## src/verilog/eeprom_page_pkg.sv

```systemverilog
// Constants, register map and types for the EEPROM page access logic.
// Assumes a 250 MHz APB clock; all offsets are 32-bit word aligned.
package eeprom_page_pkg;

    // Register indices; byte address is four times the index
    localparam logic [5:0] LOCATION_IDX = 6'h01;
    localparam logic [5:0] CONTROL_IDX = 6'h02;
    localparam logic [5:0] WINDOW_IDX = 6'h03;

    // Control register field positions
    localparam int CTL_IRQ_EN_BIT = 6;
    localparam int CTL_BUSY_BIT = 4;
    localparam int CTL_MC3_BIT = 3;
    localparam int CTL_MC2_BIT = 2;
    localparam int CTL_MC1_BIT = 1;

    // Location pointer fields
    localparam int PAGE_MSB = 6;
    localparam int PAGE_LSB = 2;
    localparam logic [7:0] LOCATION_WMASK = 8'h7f;

    // Reset values
    localparam logic [7:0] LOCATION_RST = 8'h00;
    localparam logic [2:0] MODE_BITS_RST = 3'h0;
    localparam logic [7:0] LATCH_RST = 8'h00;
    localparam logic [7:0] ERASED_BYTE = 8'h00;

    // Timing: one erase or write phase
    localparam int unsigned PHASE_TIME_US = 5000;
    localparam int unsigned CLK_MHZ = 250;
    localparam int unsigned PHASE_CYCLES = PHASE_TIME_US * CLK_MHZ;

    localparam int ARRAY_BYTES = 128;
    localparam int PAGE_BYTES = 4;

    typedef enum logic [2:0] {
        MODE_READ = 3'h0,
        MODE_INCR = 3'h1,
        MODE_WRITE = 3'h2,
        MODE_ERASE_WRITE = 3'h3,
        MODE_ERASE = 3'h4,
        MODE_OTHER = 3'h5
    } mode_t;

    typedef enum logic [1:0] {
        ST_IDLE = 2'b00,
        ST_ERASE = 2'b01,
        ST_WRITE = 2'b11
    } state_t;

    function automatic mode_t mode_of(input logic busy, input logic [2:0] mc);
        mode_t m;
        m = MODE_OTHER;
        if (!busy) begin
            if (mc == 3'h0) m = MODE_READ;
            else if (mc == 3'h2) m = MODE_INCR;
        end else begin
            if (mc[2:1] == 2'h1) m = MODE_WRITE;
            else if (mc == 3'h4) m = MODE_ERASE_WRITE;
            else if (mc == 3'h7) m = MODE_ERASE;
        end
        return m;
    endfunction : mode_of

endpackage : eeprom_page_pkg

```

## src/verilog/eeprom_page_access_logic.sv

```systemverilog
// EEPROM page access logic: location pointer, data window, write latches,
// byte-select flags and timed erase/write page cycles behind an APB slave.
// Assumes one clock domain and synchronous APB master signals.
//
// The APB slave port was chosen for this implementation.
`timescale 1ns/1ps

// Register map, byte addresses on the APB side:
//   0x04 location pointer, 0x08 control, 0x0c data window.
//   Any other or unaligned address answers with pslverr and reads zero.
//   Only the low byte of each word carries data; the rest reads zero.
//
// Control register bits:
//   6 countdown irq enable, 4 cycle in progress, 3..1 mode control.
//   All other bits read zero and ignore writes.
//   While a cycle runs, a control write may only change the irq enable,
//   so a stray write from an interrupt handler cannot restart the cycle.
//
// Operation selected by busy and the mode bits:
//   busy 0, mode 000: read byte through the data window.
//   busy 0, mode 010: increment mode for page setup.
//   busy 1, mode 01x: write page.
//   busy 1, mode 100: erase then write page.
//   busy 1, mode 111: erase page.
//   A control write with busy 1 and any other mode stores the mode bits
//   but starts nothing; busy then reads back as zero.
//
// Location pointer:
//   Bit 7 is tied low; bits 6..2 name the page and 1..0 the byte or latch.
//   A data window read while not busy bumps the whole pointer, so reads can stream across
//   page boundaries; the count wraps from 0x7f to zero.
//   In increment mode a latch load steps only the two low bits and
//   saturates at latch 3, leaving the page bits alone.
//
// Write latches and byte-select flags:
//   Four latches, one per byte of a page, are set-only: a repeat load ORs.
//   Loading a latch raises its flag; only flagged bytes are touched.
//   Both are cleared in the cycle that drops busy, ready for the next setup.
//   A latch load landing on that same edge wins over the clear, so a late
//   load is kept rather than silently dropped.
//
// Cycle timing:
//   A phase lasts PHASE_CYCLES_P clocks from the control write's last edge.
//   Erase and write each take one phase, erase then write takes two.
//   The down-counter reloads itself between the erase and write phases.
//   The page bits are used again at each phase end, so software must
//   leave the pointer alone until busy has cleared.
//   At the end busy clears, the pointer steps unless the cycle was an
//   erase, and countdown_irq pulses for one clock if both enables are set.
//
// Limitations:
//   The array has no reset and starts unknown in simulation; erased bytes
//   read 0x00 and writes OR ones in.
//   The phase length is a fixed parameter; no reload register is modelled.
//   A page cycle with no flags set still runs for its full time.
//   Data window loads during a cycle are accepted but defeat the cycle's
//   intent; software is expected to poll busy before any new access.
//   The factory check register has no address here and answers pslverr.
//
// APB timing:
//   Every transfer takes one wait state; pready and pslverr are registered
//   and stand for one clock, and prdata holds until the next answer.
//   Side effects land on the edge at which pready is sampled high.

// How it works
// - Pointer increments after read and write cycles, not after erase cycles.
// - Pointer increment past its top value wraps to zero.
// - Pointer top bit stays zero; bits 6..2 pick one of 32 pages.
// - Page cycles ignore the low two pointer bits and use the page bits.
// - Reads use the low two bits as byte position within the page.
// - Page setup picks one of four latches by the low two bits only.
// - Increment mode advances the latch subcounter after each latch write.
// - The subcounter stops and holds at latch 3.
// - Data window read returns the array byte at the pointer; no storage.
// - Data window write loads the selected latch, not the array.
// - Latches are unreadable and a repeat write ORs into them.
// - All latches clear when any cycle completes, except one loaded on that same edge.
// - A latch load sets its byte-select flag; flags are hidden.
// - All flags clear when any cycle completes, except one set by a load on that same edge.
// - Cycle end clears busy and pulses the irq when both enables are set.
// - Read byte completes within the same register read.
// - Write and erase take 5 ms each; erase/write takes 10 ms.
// - Software sets busy to start; hardware clears it on completion.
// - Busy plus three mode bits select the operation; others are refused.
// - Bytes whose flag is zero are left unchanged by any page cycle.
// - Write ORs latches in; erase/write erases, re-times, then writes.
module eeprom_page_access_logic
    import eeprom_page_pkg::*;
#(
    parameter int unsigned PHASE_CYCLES_P = PHASE_CYCLES
) (
    input wire logic pclk,
    input wire logic presetn,
    input wire logic psel,
    input wire logic penable,
    input wire logic pwrite,
    input wire logic [7:0] paddr,
    input wire logic [31:0] pwdata,
    output logic [31:0] prdata,
    output logic pready,
    output logic pslverr,
    input wire logic derivative_irq_enable,
    output logic countdown_irq,
    output logic cycle_busy
);

    logic [7:0] array_mem [ARRAY_BYTES];

    logic [7:0] location_reg;
    logic [7:0] location_next;
    logic [2:0] mode_bits_reg;
    logic [2:0] mode_bits_next;
    logic irq_en_reg;
    logic irq_en_next;
    logic busy_reg;
    logic busy_next;
    mode_t run_mode_reg;
    mode_t run_mode_next;
    state_t state_reg;
    state_t state_next;
    logic [31:0] timer_reg;
    logic [31:0] timer_next;
    logic [7:0] latch_reg [PAGE_BYTES];
    logic [7:0] latch_next [PAGE_BYTES];
    logic [PAGE_BYTES-1:0] flag_reg;
    logic [PAGE_BYTES-1:0] flag_next;
    logic [31:0] prdata_next;
    logic pready_next;
    logic pslverr_next;
    logic irq_reg;
    logic irq_next;

    logic [PAGE_BYTES-1:0] arr_we;
    logic [7:0] arr_wd [PAGE_BYTES];

    logic accept;
    logic complete;
    logic phase_end;
    logic cycle_done;
    mode_t cur_mode;
    mode_t req_mode;
    logic [4:0] page;
    logic [1:0] sub;

    // Only word-aligned addresses decode; the low paddr bits must be zero
    function automatic logic hit(input logic [7:0] a, input logic [5:0] idx);
        return (a[7:2] == idx) && (a[1:0] == 2'b00);
    endfunction : hit

    // Bit 7 is masked so the count wraps from 0x7f straight to zero
    function automatic logic [7:0] wrap_inc(input logic [7:0] v);
        logic [7:0] s;
        s = v + 8'h01;
        return s & LOCATION_WMASK;
    endfunction : wrap_inc

    assign page = location_reg[PAGE_MSB:PAGE_LSB];
    assign sub = location_reg[1:0];
    assign accept = psel && penable && !pready;
    assign complete = psel && penable && pready;
    assign phase_end = (state_reg != ST_IDLE) && (timer_reg == 32'd1);
    assign cur_mode = mode_of(busy_reg, mode_bits_reg);
    assign req_mode = mode_of(pwdata[CTL_BUSY_BIT], pwdata[CTL_MC3_BIT:CTL_MC1_BIT]);

    // The sequencer owns the phase counter. It starts only from idle, on
    // the completing edge of a control write that names a page operation.
    // phase_end is raised in the last clock of a phase, when the counter
    // reads one, so the array update and the busy clear share one edge.
    // The register group below gates busy on the registered busy bit,
    // which moves together with the idle state, so the two never disagree
    // about whether a start was taken.
    //
    // Sequencer, timer and array update requests
    always_comb begin
        state_next = state_reg;
        timer_next = timer_reg;
        cycle_done = 1'b0;
        arr_we = '0;
        for (int i = 0; i < PAGE_BYTES; i++) begin
            arr_wd[i] = ERASED_BYTE;
        end
        if (state_reg != ST_IDLE) begin
            timer_next = timer_reg - 32'd1;
        end
        if (phase_end) begin
            unique case (state_reg)
                ST_ERASE: begin
                    arr_we = flag_reg;
                    if (run_mode_reg == MODE_ERASE_WRITE) begin
                        state_next = ST_WRITE;
                        timer_next = 32'(PHASE_CYCLES_P);
                    end else begin
                        state_next = ST_IDLE;
                        cycle_done = 1'b1;
                    end
                end
                ST_WRITE: begin
                    arr_we = flag_reg;
                    for (int i = 0; i < PAGE_BYTES; i++) begin
                        // After the erase phase the OR is a plain copy
                        if (run_mode_reg == MODE_ERASE_WRITE) begin
                            arr_wd[i] = latch_reg[i];
                        end else begin
                            arr_wd[i] = array_mem[{page, 2'(i)}] | latch_reg[i];
                        end
                    end
                    state_next = ST_IDLE;
                    cycle_done = 1'b1;
                end
                default: begin
                    state_next = ST_IDLE;
                end
            endcase
        end
        if (state_reg == ST_IDLE && complete && pwrite && hit(paddr, CONTROL_IDX)) begin
            unique case (req_mode)
                MODE_WRITE: begin
                    state_next = ST_WRITE;
                    timer_next = 32'(PHASE_CYCLES_P);
                end
                MODE_ERASE, MODE_ERASE_WRITE: begin
                    state_next = ST_ERASE;
                    timer_next = 32'(PHASE_CYCLES_P);
                end
                default: begin
                    state_next = ST_IDLE;
                end
            endcase
        end
    end

    always_ff @(posedge pclk or negedge presetn) begin
        if (!presetn) begin
            state_reg <= ST_IDLE;
            timer_reg <= 32'h0;
        end else begin
            state_reg <= state_next;
            timer_reg <= timer_next;
        end
    end

    // Writes go to the page named by the pointer at the phase end; the low
    // pointer bits play no part, so all four bytes are reachable at once.
    // Array holds no reset: it stands for non-volatile storage
    always_ff @(posedge pclk) begin
        for (int i = 0; i < PAGE_BYTES; i++) begin
            if (arr_we[i]) begin
                array_mem[{page, 2'(i)}] <= arr_wd[i];
            end
        end
    end

    // Priority inside this group, lowest first: cycle completion, then the
    // bus answer, then register writes, then the read-side pointer bump.
    // Later assignments win, which is what lets a latch load beat the clear.
    // The bus answer is computed in the first access clock and registered,
    // which gives the fixed single wait state.
    // A window read while busy still returns array data but leaves the
    // pointer alone, so the page of the running cycle cannot drift.
    //
    // Registers, latches, flags and bus answer
    always_comb begin
        location_next = location_reg;
        mode_bits_next = mode_bits_reg;
        irq_en_next = irq_en_reg;
        busy_next = busy_reg;
        run_mode_next = run_mode_reg;
        flag_next = flag_reg;
        for (int i = 0; i < PAGE_BYTES; i++) begin
            latch_next[i] = latch_reg[i];
        end
        prdata_next = prdata;
        pready_next = 1'b0;
        pslverr_next = 1'b0;
        irq_next = 1'b0;

        if (cycle_done) begin
            busy_next = 1'b0;
            irq_next = irq_en_reg && derivative_irq_enable;
            flag_next = '0;
            for (int i = 0; i < PAGE_BYTES; i++) begin
                latch_next[i] = LATCH_RST;
            end
            if (run_mode_reg != MODE_ERASE) begin
                location_next = wrap_inc(location_reg);
            end
        end

        if (accept) begin
            pready_next = 1'b1;
            prdata_next = 32'h0;
            if (hit(paddr, LOCATION_IDX)) begin
                prdata_next = {24'h0, location_reg};
            end else if (hit(paddr, CONTROL_IDX)) begin
                prdata_next[CTL_IRQ_EN_BIT] = irq_en_reg;
                prdata_next[CTL_BUSY_BIT] = busy_reg;
                prdata_next[CTL_MC3_BIT:CTL_MC1_BIT] = mode_bits_reg;
            end else if (hit(paddr, WINDOW_IDX)) begin
                if (!pwrite) begin
                    prdata_next = {24'h0, array_mem[location_reg[6:0]]};
                end
            end else begin
                pslverr_next = 1'b1;
            end
        end

        if (complete && pwrite) begin
            if (hit(paddr, LOCATION_IDX)) begin
                location_next = pwdata[7:0] & LOCATION_WMASK;
            end else if (hit(paddr, CONTROL_IDX)) begin
                irq_en_next = pwdata[CTL_IRQ_EN_BIT];
                // While a cycle runs only the irq enable may change
                if (!busy_reg) begin
                    mode_bits_next = pwdata[CTL_MC3_BIT:CTL_MC1_BIT];
                    if (req_mode == MODE_WRITE || req_mode == MODE_ERASE ||
                        req_mode == MODE_ERASE_WRITE) begin
                        busy_next = 1'b1;
                        run_mode_next = req_mode;
                    end
                end
            end else if (hit(paddr, WINDOW_IDX)) begin
                // Load after the clear so a late load is never lost
                latch_next[sub] = latch_reg[sub] | pwdata[7:0];
                flag_next[sub] = 1'b1;
                if (cur_mode == MODE_INCR && sub != 2'b11) begin
                    location_next = {location_reg[7:2], sub + 2'b01};
                end
            end
        end

        if (complete && !pwrite && hit(paddr, WINDOW_IDX) && !busy_reg) begin
            location_next = wrap_inc(location_reg);
        end
    end

    always_ff @(posedge pclk or negedge presetn) begin
        if (!presetn) begin
            location_reg <= LOCATION_RST;
            mode_bits_reg <= MODE_BITS_RST;
            irq_en_reg <= 1'b0;
            busy_reg <= 1'b0;
            run_mode_reg <= MODE_READ;
            flag_reg <= '0;
            for (int i = 0; i < PAGE_BYTES; i++) begin
                latch_reg[i] <= LATCH_RST;
            end
            prdata <= 32'h0;
            pready <= 1'b0;
            pslverr <= 1'b0;
            irq_reg <= 1'b0;
        end else begin
            location_reg <= location_next;
            mode_bits_reg <= mode_bits_next;
            irq_en_reg <= irq_en_next;
            busy_reg <= busy_next;
            run_mode_reg <= run_mode_next;
            flag_reg <= flag_next;
            for (int i = 0; i < PAGE_BYTES; i++) begin
                latch_reg[i] <= latch_next[i];
            end
            prdata <= prdata_next;
            pready <= pready_next;
            pslverr <= pslverr_next;
            irq_reg <= irq_next;
        end
    end

    // Both outputs come straight from flops to keep them glitch free
    assign countdown_irq = irq_reg;
    assign cycle_busy = busy_reg;

endmodule : eeprom_page_access_logic

```

## config.mk

```make
export PLATFORM = sky130hd
export DESIGN_NAME = eeprom_page_access_logic
export DESIGN_NICKNAME = d
export VERILOG_FILES = /design/src/verilog/eeprom_page_pkg.sv /design/src/verilog/eeprom_page_access_logic.sv
export SDC_FILE = /design/constraint.sdc
export NUM_CORES = 2
export LEC_CHECK = 0
export BUFFER_PORTS_ARGS = -buffer_cell sky130_fd_sc_hd__buf_4
export CAP_MARGIN = 25
export CORE_MARGIN = 4
export CORE_UTILIZATION = 60
export CTS_CLUSTER_DIAMETER = 150
export CTS_CLUSTER_SIZE = 25
export DETAILED_ROUTE_END_ITERATION = 10
export PLACE_DENSITY = 0.73
export SKIP_LAST_GASP = 1
export SLEW_MARGIN = 30
export SYNTH_ARGS = -nofsm -noshare
export SYNTH_HDL_FRONTEND = slang
export SYNTH_SLANG_ARGS = --single-unit
```

## constraint.sdc

```tcl
create_clock -name pclk -period 4.21 [get_ports pclk]
set_input_delay 0.421 -clock pclk [delete_from_list [all_inputs] [get_ports pclk]]
set_output_delay 0.421 -clock pclk [all_outputs]
set_load 0.005 [all_outputs]
```

Yosys cells after proc, flatten, opt, wreduce, memory -nomap -nowiden
Memory sizes are Yosys's and may differ from the RTL's. Cells that the tools add are included.

Bits in registers: 121. Bits in writable memories: 1024. Word-level logic and storage cells: 179. Memories kept: 1.

Memory list: array_mem (words 128, width 8, read ports 5, clocked after memory_dff 0, wr ports 4, RTL line eeprom_page_access_logic.sv:107) `logic [7:0] array_mem [ARRAY_BYTES];`.

Add/subtract/negate cells: 3. $lt $le $gt $ge: 4. Equality and inequality tests: 22. Muxes and demuxes: 88. Bitwise operators: 9. Reductions and logical operators: 35.

Operators by type and width (number): $mux 32 (15); $mux 8 (16); $or 8x8->8 (5); $bwmux 32 (1); $eq 32x1->1 const B (1); $mux 4 (8); $sub 32x1->32 const B (1); $mux 3 (10); $mux 1 (28); $mux 25 (1); $logic_and 1x1->1 (18); $bmux 8 s2 (1); $demux 8 s2 (1); $eq 3x2->1 const B (5); $eq 3x3->1 const B (5); $eq 6x2->1 const B (2); $mux 2 (4); $add 7x1->7 const B (1); $eq 2x1->1 const B (3); $eq 6x1->1 const B (1); $logic_not 3->1 (2); $ne 6x5->1 const B (1); $reduce_and 5->1 (1); $logic_not 2->1 (2); other kinds (22) (28).

Longest topological paths before layout
Depth after elaboration: 13. Gate-level depth with buffers: 12. Depth with buffers taken out: 9.

Least setup slack after synthesis
No wires, ideal clock.

Path kind: reg2reg. From: register timer_reg[6]. To: memory array_mem[0][0], data pin. Setup time: 0.351 ns. Arrival: 3.351 ns. Slack: 0.509 ns. Stages on the path, launching flop included: 9. Buffers on the path: 2. Period minus slack after synthesis: 3.701 ns. Cell sequence: dfrtp_1 -> or4_4 -> or4_4 -> or3_1 -> buf_2 -> nor3_4 -> nand2_1 -> clkbuf_1 -> nor2_1.

RTL lines: start, declared (RTL line eeprom_page_access_logic.sv:121) `logic [31:0] timer_reg;`; start signal, assigned (RTL line eeprom_page_access_logic.sv:238) `timer_reg <= timer_next;`; end, declared (RTL line eeprom_page_access_logic.sv:107).

==> qor.yml <==
outcome: "finished clean"
fin_nets: 3246
drt_iter0_drc: 6174
hold_violations: 0
die_x_um: 304
cts.path.max_buffers: 3
pre_cts_slack_ns: 0.171
setup_tns_ns: 0
setup_ws_ns: 0.0695
postCtsSetupBuffers: 0
rsz0062_at_grt: "false"
timing.fmax_mhz: 242
worstMarginPinSlew_ns: 1.01
crit_slowest_cell: "nor2_2"
arrival_ns: 4.61
drv_cap: 0
powerDensity_mw_per_mm2: 304
min_period_ns: 4.14
finalWirelength_um: 187000
insertion_delay_ns: 0.68
fin_skew_ns: 0.0459
wl_per_cell_um: 42.6
cp_top_family: "simple AND/OR/NAND/NOR gates"
synth-simple-area-share_pct: 4.46
die-area_mm2: 0.0926
irDropWorstVdd_v: 0.000313
dp.cells: 4294
setup_viol: 0
syn2layout_area_growth_pct: 11.7
synth_edf_count: 1024
portBuffers: 33
io_pins: 82
ys_seq_elements: 1121
period_share_pct: 98.3
synth_compound_area_share_pct: 4.00
path_cells: "or4_4, or4_4, or3_1, nor3_4, nand2_2, buf_4, nor2_2, buf_12"
synth-xor-area-share_pct: 0.516
p_leak_uw: 0.0166
post-dp-hpwl_um: 136000
synth_area_mm2: 0.0527
start_util_pct: 60.6
path_clk_slew_ns: 0.10
yosysMostFrequentCell: "edfxtp_1"
drc: 0
synth_area_leaders: "edfxtp_1 (58%), mux4_2 (23%), dfrtp_1 (4.6%), mux2i_1 (2.2%), nor2_1 (1.6%)"
synth.distinct_cells: 64
syn_avg_cell_area_um2: 18.1
slew_headroom_pct: 32.8
synth_top_cell_by_area: "edfxtp_1"
drtPass1Iterations: 6
cp.buffers_inverters: 2
whs_ns: 0.0320
postRouteAntennaNets: 0
core_area_mm2: 0.0869
grt_use_total_pct: 40.3
cts_tree: "yes"
cpPeakStageDelay_ns: 0.79
synthArstFlopShare_pct: 8.65
drt-vias-per-instance: 7.71
final_cells: 4376
worstHoldPathType: "input pin to flip-flop"
rows: 108
drive_gt1_share_pct: 34.9
netlist.area_leader.share_pct: 58.4
antenna_found_initial: 11
synth_top_family_by_area: "multiplexers"
gp_congestion: 1.11
ys_warn_count: 0
synth-seq-area-share_pct: 63.0
grt.overflow.total: 0
crit_path_end_kind: "flip-flop"
htree_levels: 2
synth_ff_type: "edfxtp_1"
grt_max_degree: 56
num_vias: 33728
worst_setup_path_start_kind: "flip-flop"
die_h_um: 304
clock_sinks: 1121
largest_register_ffs: 1024
report.final.slew_viol_count: 0
numCtsBuffers: 50
crit_type: "flip-flop to flip-flop"
critPathRequiredTime_ns: 4.68
clock-root-buffer: "clkbuf_16"
power_uw: 17900
netlist_top_cells_count: "edfxtp_1 (1024), mux4_2 (545), nor2_1 (229), nand2_1 (115)"
syn_inst: 2911
synthAdderAreaFrac_pct: 0.143
worstPathMaxFanout: 20
cp_common_cell: "or4_4"
grt_pass1_vias: 32966
muxShareOfSynthArea_pct: 25.7
grt_pass1_wl_um: 260000
[power by group]
part	total [µW]	switching (µW)	internal [µW]
Combinational	205	123	81.6
Sequential	12000	15.5	12000
Clock	5700	3430	2280
Total	17900	3560	14300
[final cells by class]
| cell class | count | area, µm² |
|---|---|---|
| sequential | 1121 | 33200 |
| fill | 5562 | 28100 |
| multi-input combinational | 1558 | 18600 |
| timing repair buffer | 453 | 4120 |
| tap | 1155 | 1450 |
| clock buffer | 69 | 1320 |
| clock inverter | 4 | 63.8 |
| inverter | 10 | 40.0 |
| antenna | 6 | 15.0 |
[cells by family (layout without fill, tap and decap cells)]
logic type / Yosys count / after routing
DFF: 1121 / 1121
adders and majority gates: 6 / 6
xor gates and xnor gates: 31 / 31
other: 1 / 30
buffers and inverters: 255 / 536
muxes: 668 / 668
AOI/OAI and AO/OA: 314 / 314
and+or+nand+nor: 515 / 515
[worst register-to-register path, cell delays in order, from the launching register on]
cell and delay [ns]:
dfrtp_1 0.42, or4_4 0.57, or4_4 0.52, or3_1 0.43, nor3_4 0.22, nand2_2 0.31
buf_4 0.34, nor2_2 0.79, buf_12 0.31
[timing repair]
item,CTS,global route
endpoints found under the hold margin,55,0
gates resized for setup,0,0
hold buffers,2,0
[stage by stage]
stage	cell area (µm²)	util (%)
global placement	57000	65.7
finish	58800	67.7
floorplan	52700	-
global route	58800	67.7
detailed placement	57300	66.0
CTS	58700	67.6
[worst paths after layout]
kind,cells after the start,endpoint,start,slack [ns]
worst max-delay path,8,array_mem[40][7]$_DFFE_PP_,timer_reg[6]$_DFF_PN0_,0.07
worst min-delay path,2,run_mode_reg[0]$_DFFE_PN0P_,pwdata[2],0.03
worst max register to register,8,array_mem[40][7]$_DFFE_PP_,timer_reg[6]$_DFF_PN0_,0.07
worst min register to register,2,flag_reg[2]$_DFF_PN0_,flag_reg[2]$_DFF_PN0_,0.50
max in group asynchronous,3,timer_reg[9]$_DFF_PN0_,presetn,2.81
min in group asynchronous,2,location_reg[7]$_DFFE_PN0P_,presetn,0.36
[cells in the final DEF, fill, tap and decap left out, types with 10 or more instances in the layout]
cell,netlist,routed
edfxtp_1,1024,1024
mux4_2,545,545
buf_4,26,398
nor2_1,229,192
nand2_1,115,114
mux2i_1,114,114
dfrtp_1,97,93
a22oi_1,86,86
a21oi_1,54,54
o21ai_0,50,50
clkbuf_16,0,50
nand3_1,48,48
buf_12,0,41
o22ai_1,32,32
nand4_1,24,24
conb_1,1,24
a21o_1,22,22
xnor2_1,21,21
nor3_1,19,19
nor2_2,0,19
clkbuf_1,114,19
nor2_4,0,18
nor4_1,11,11
a221oi_1,11,11
xor2_1,10,10
a22o_1,10,10
[layer usage]
metal | vias to the layer above | track usage (%) | share of wire (%)
li1 | 12643 | - | -
met1 | 17285 | 53.4 | 32
met2 | 3228 | 59.8 | 44
met3 | 564 | 16.1 | 17
met4 | 8 | 18.3 | 6.4
met5 | - | 0 | 0.030
Power figures use the tool's default switching activity.
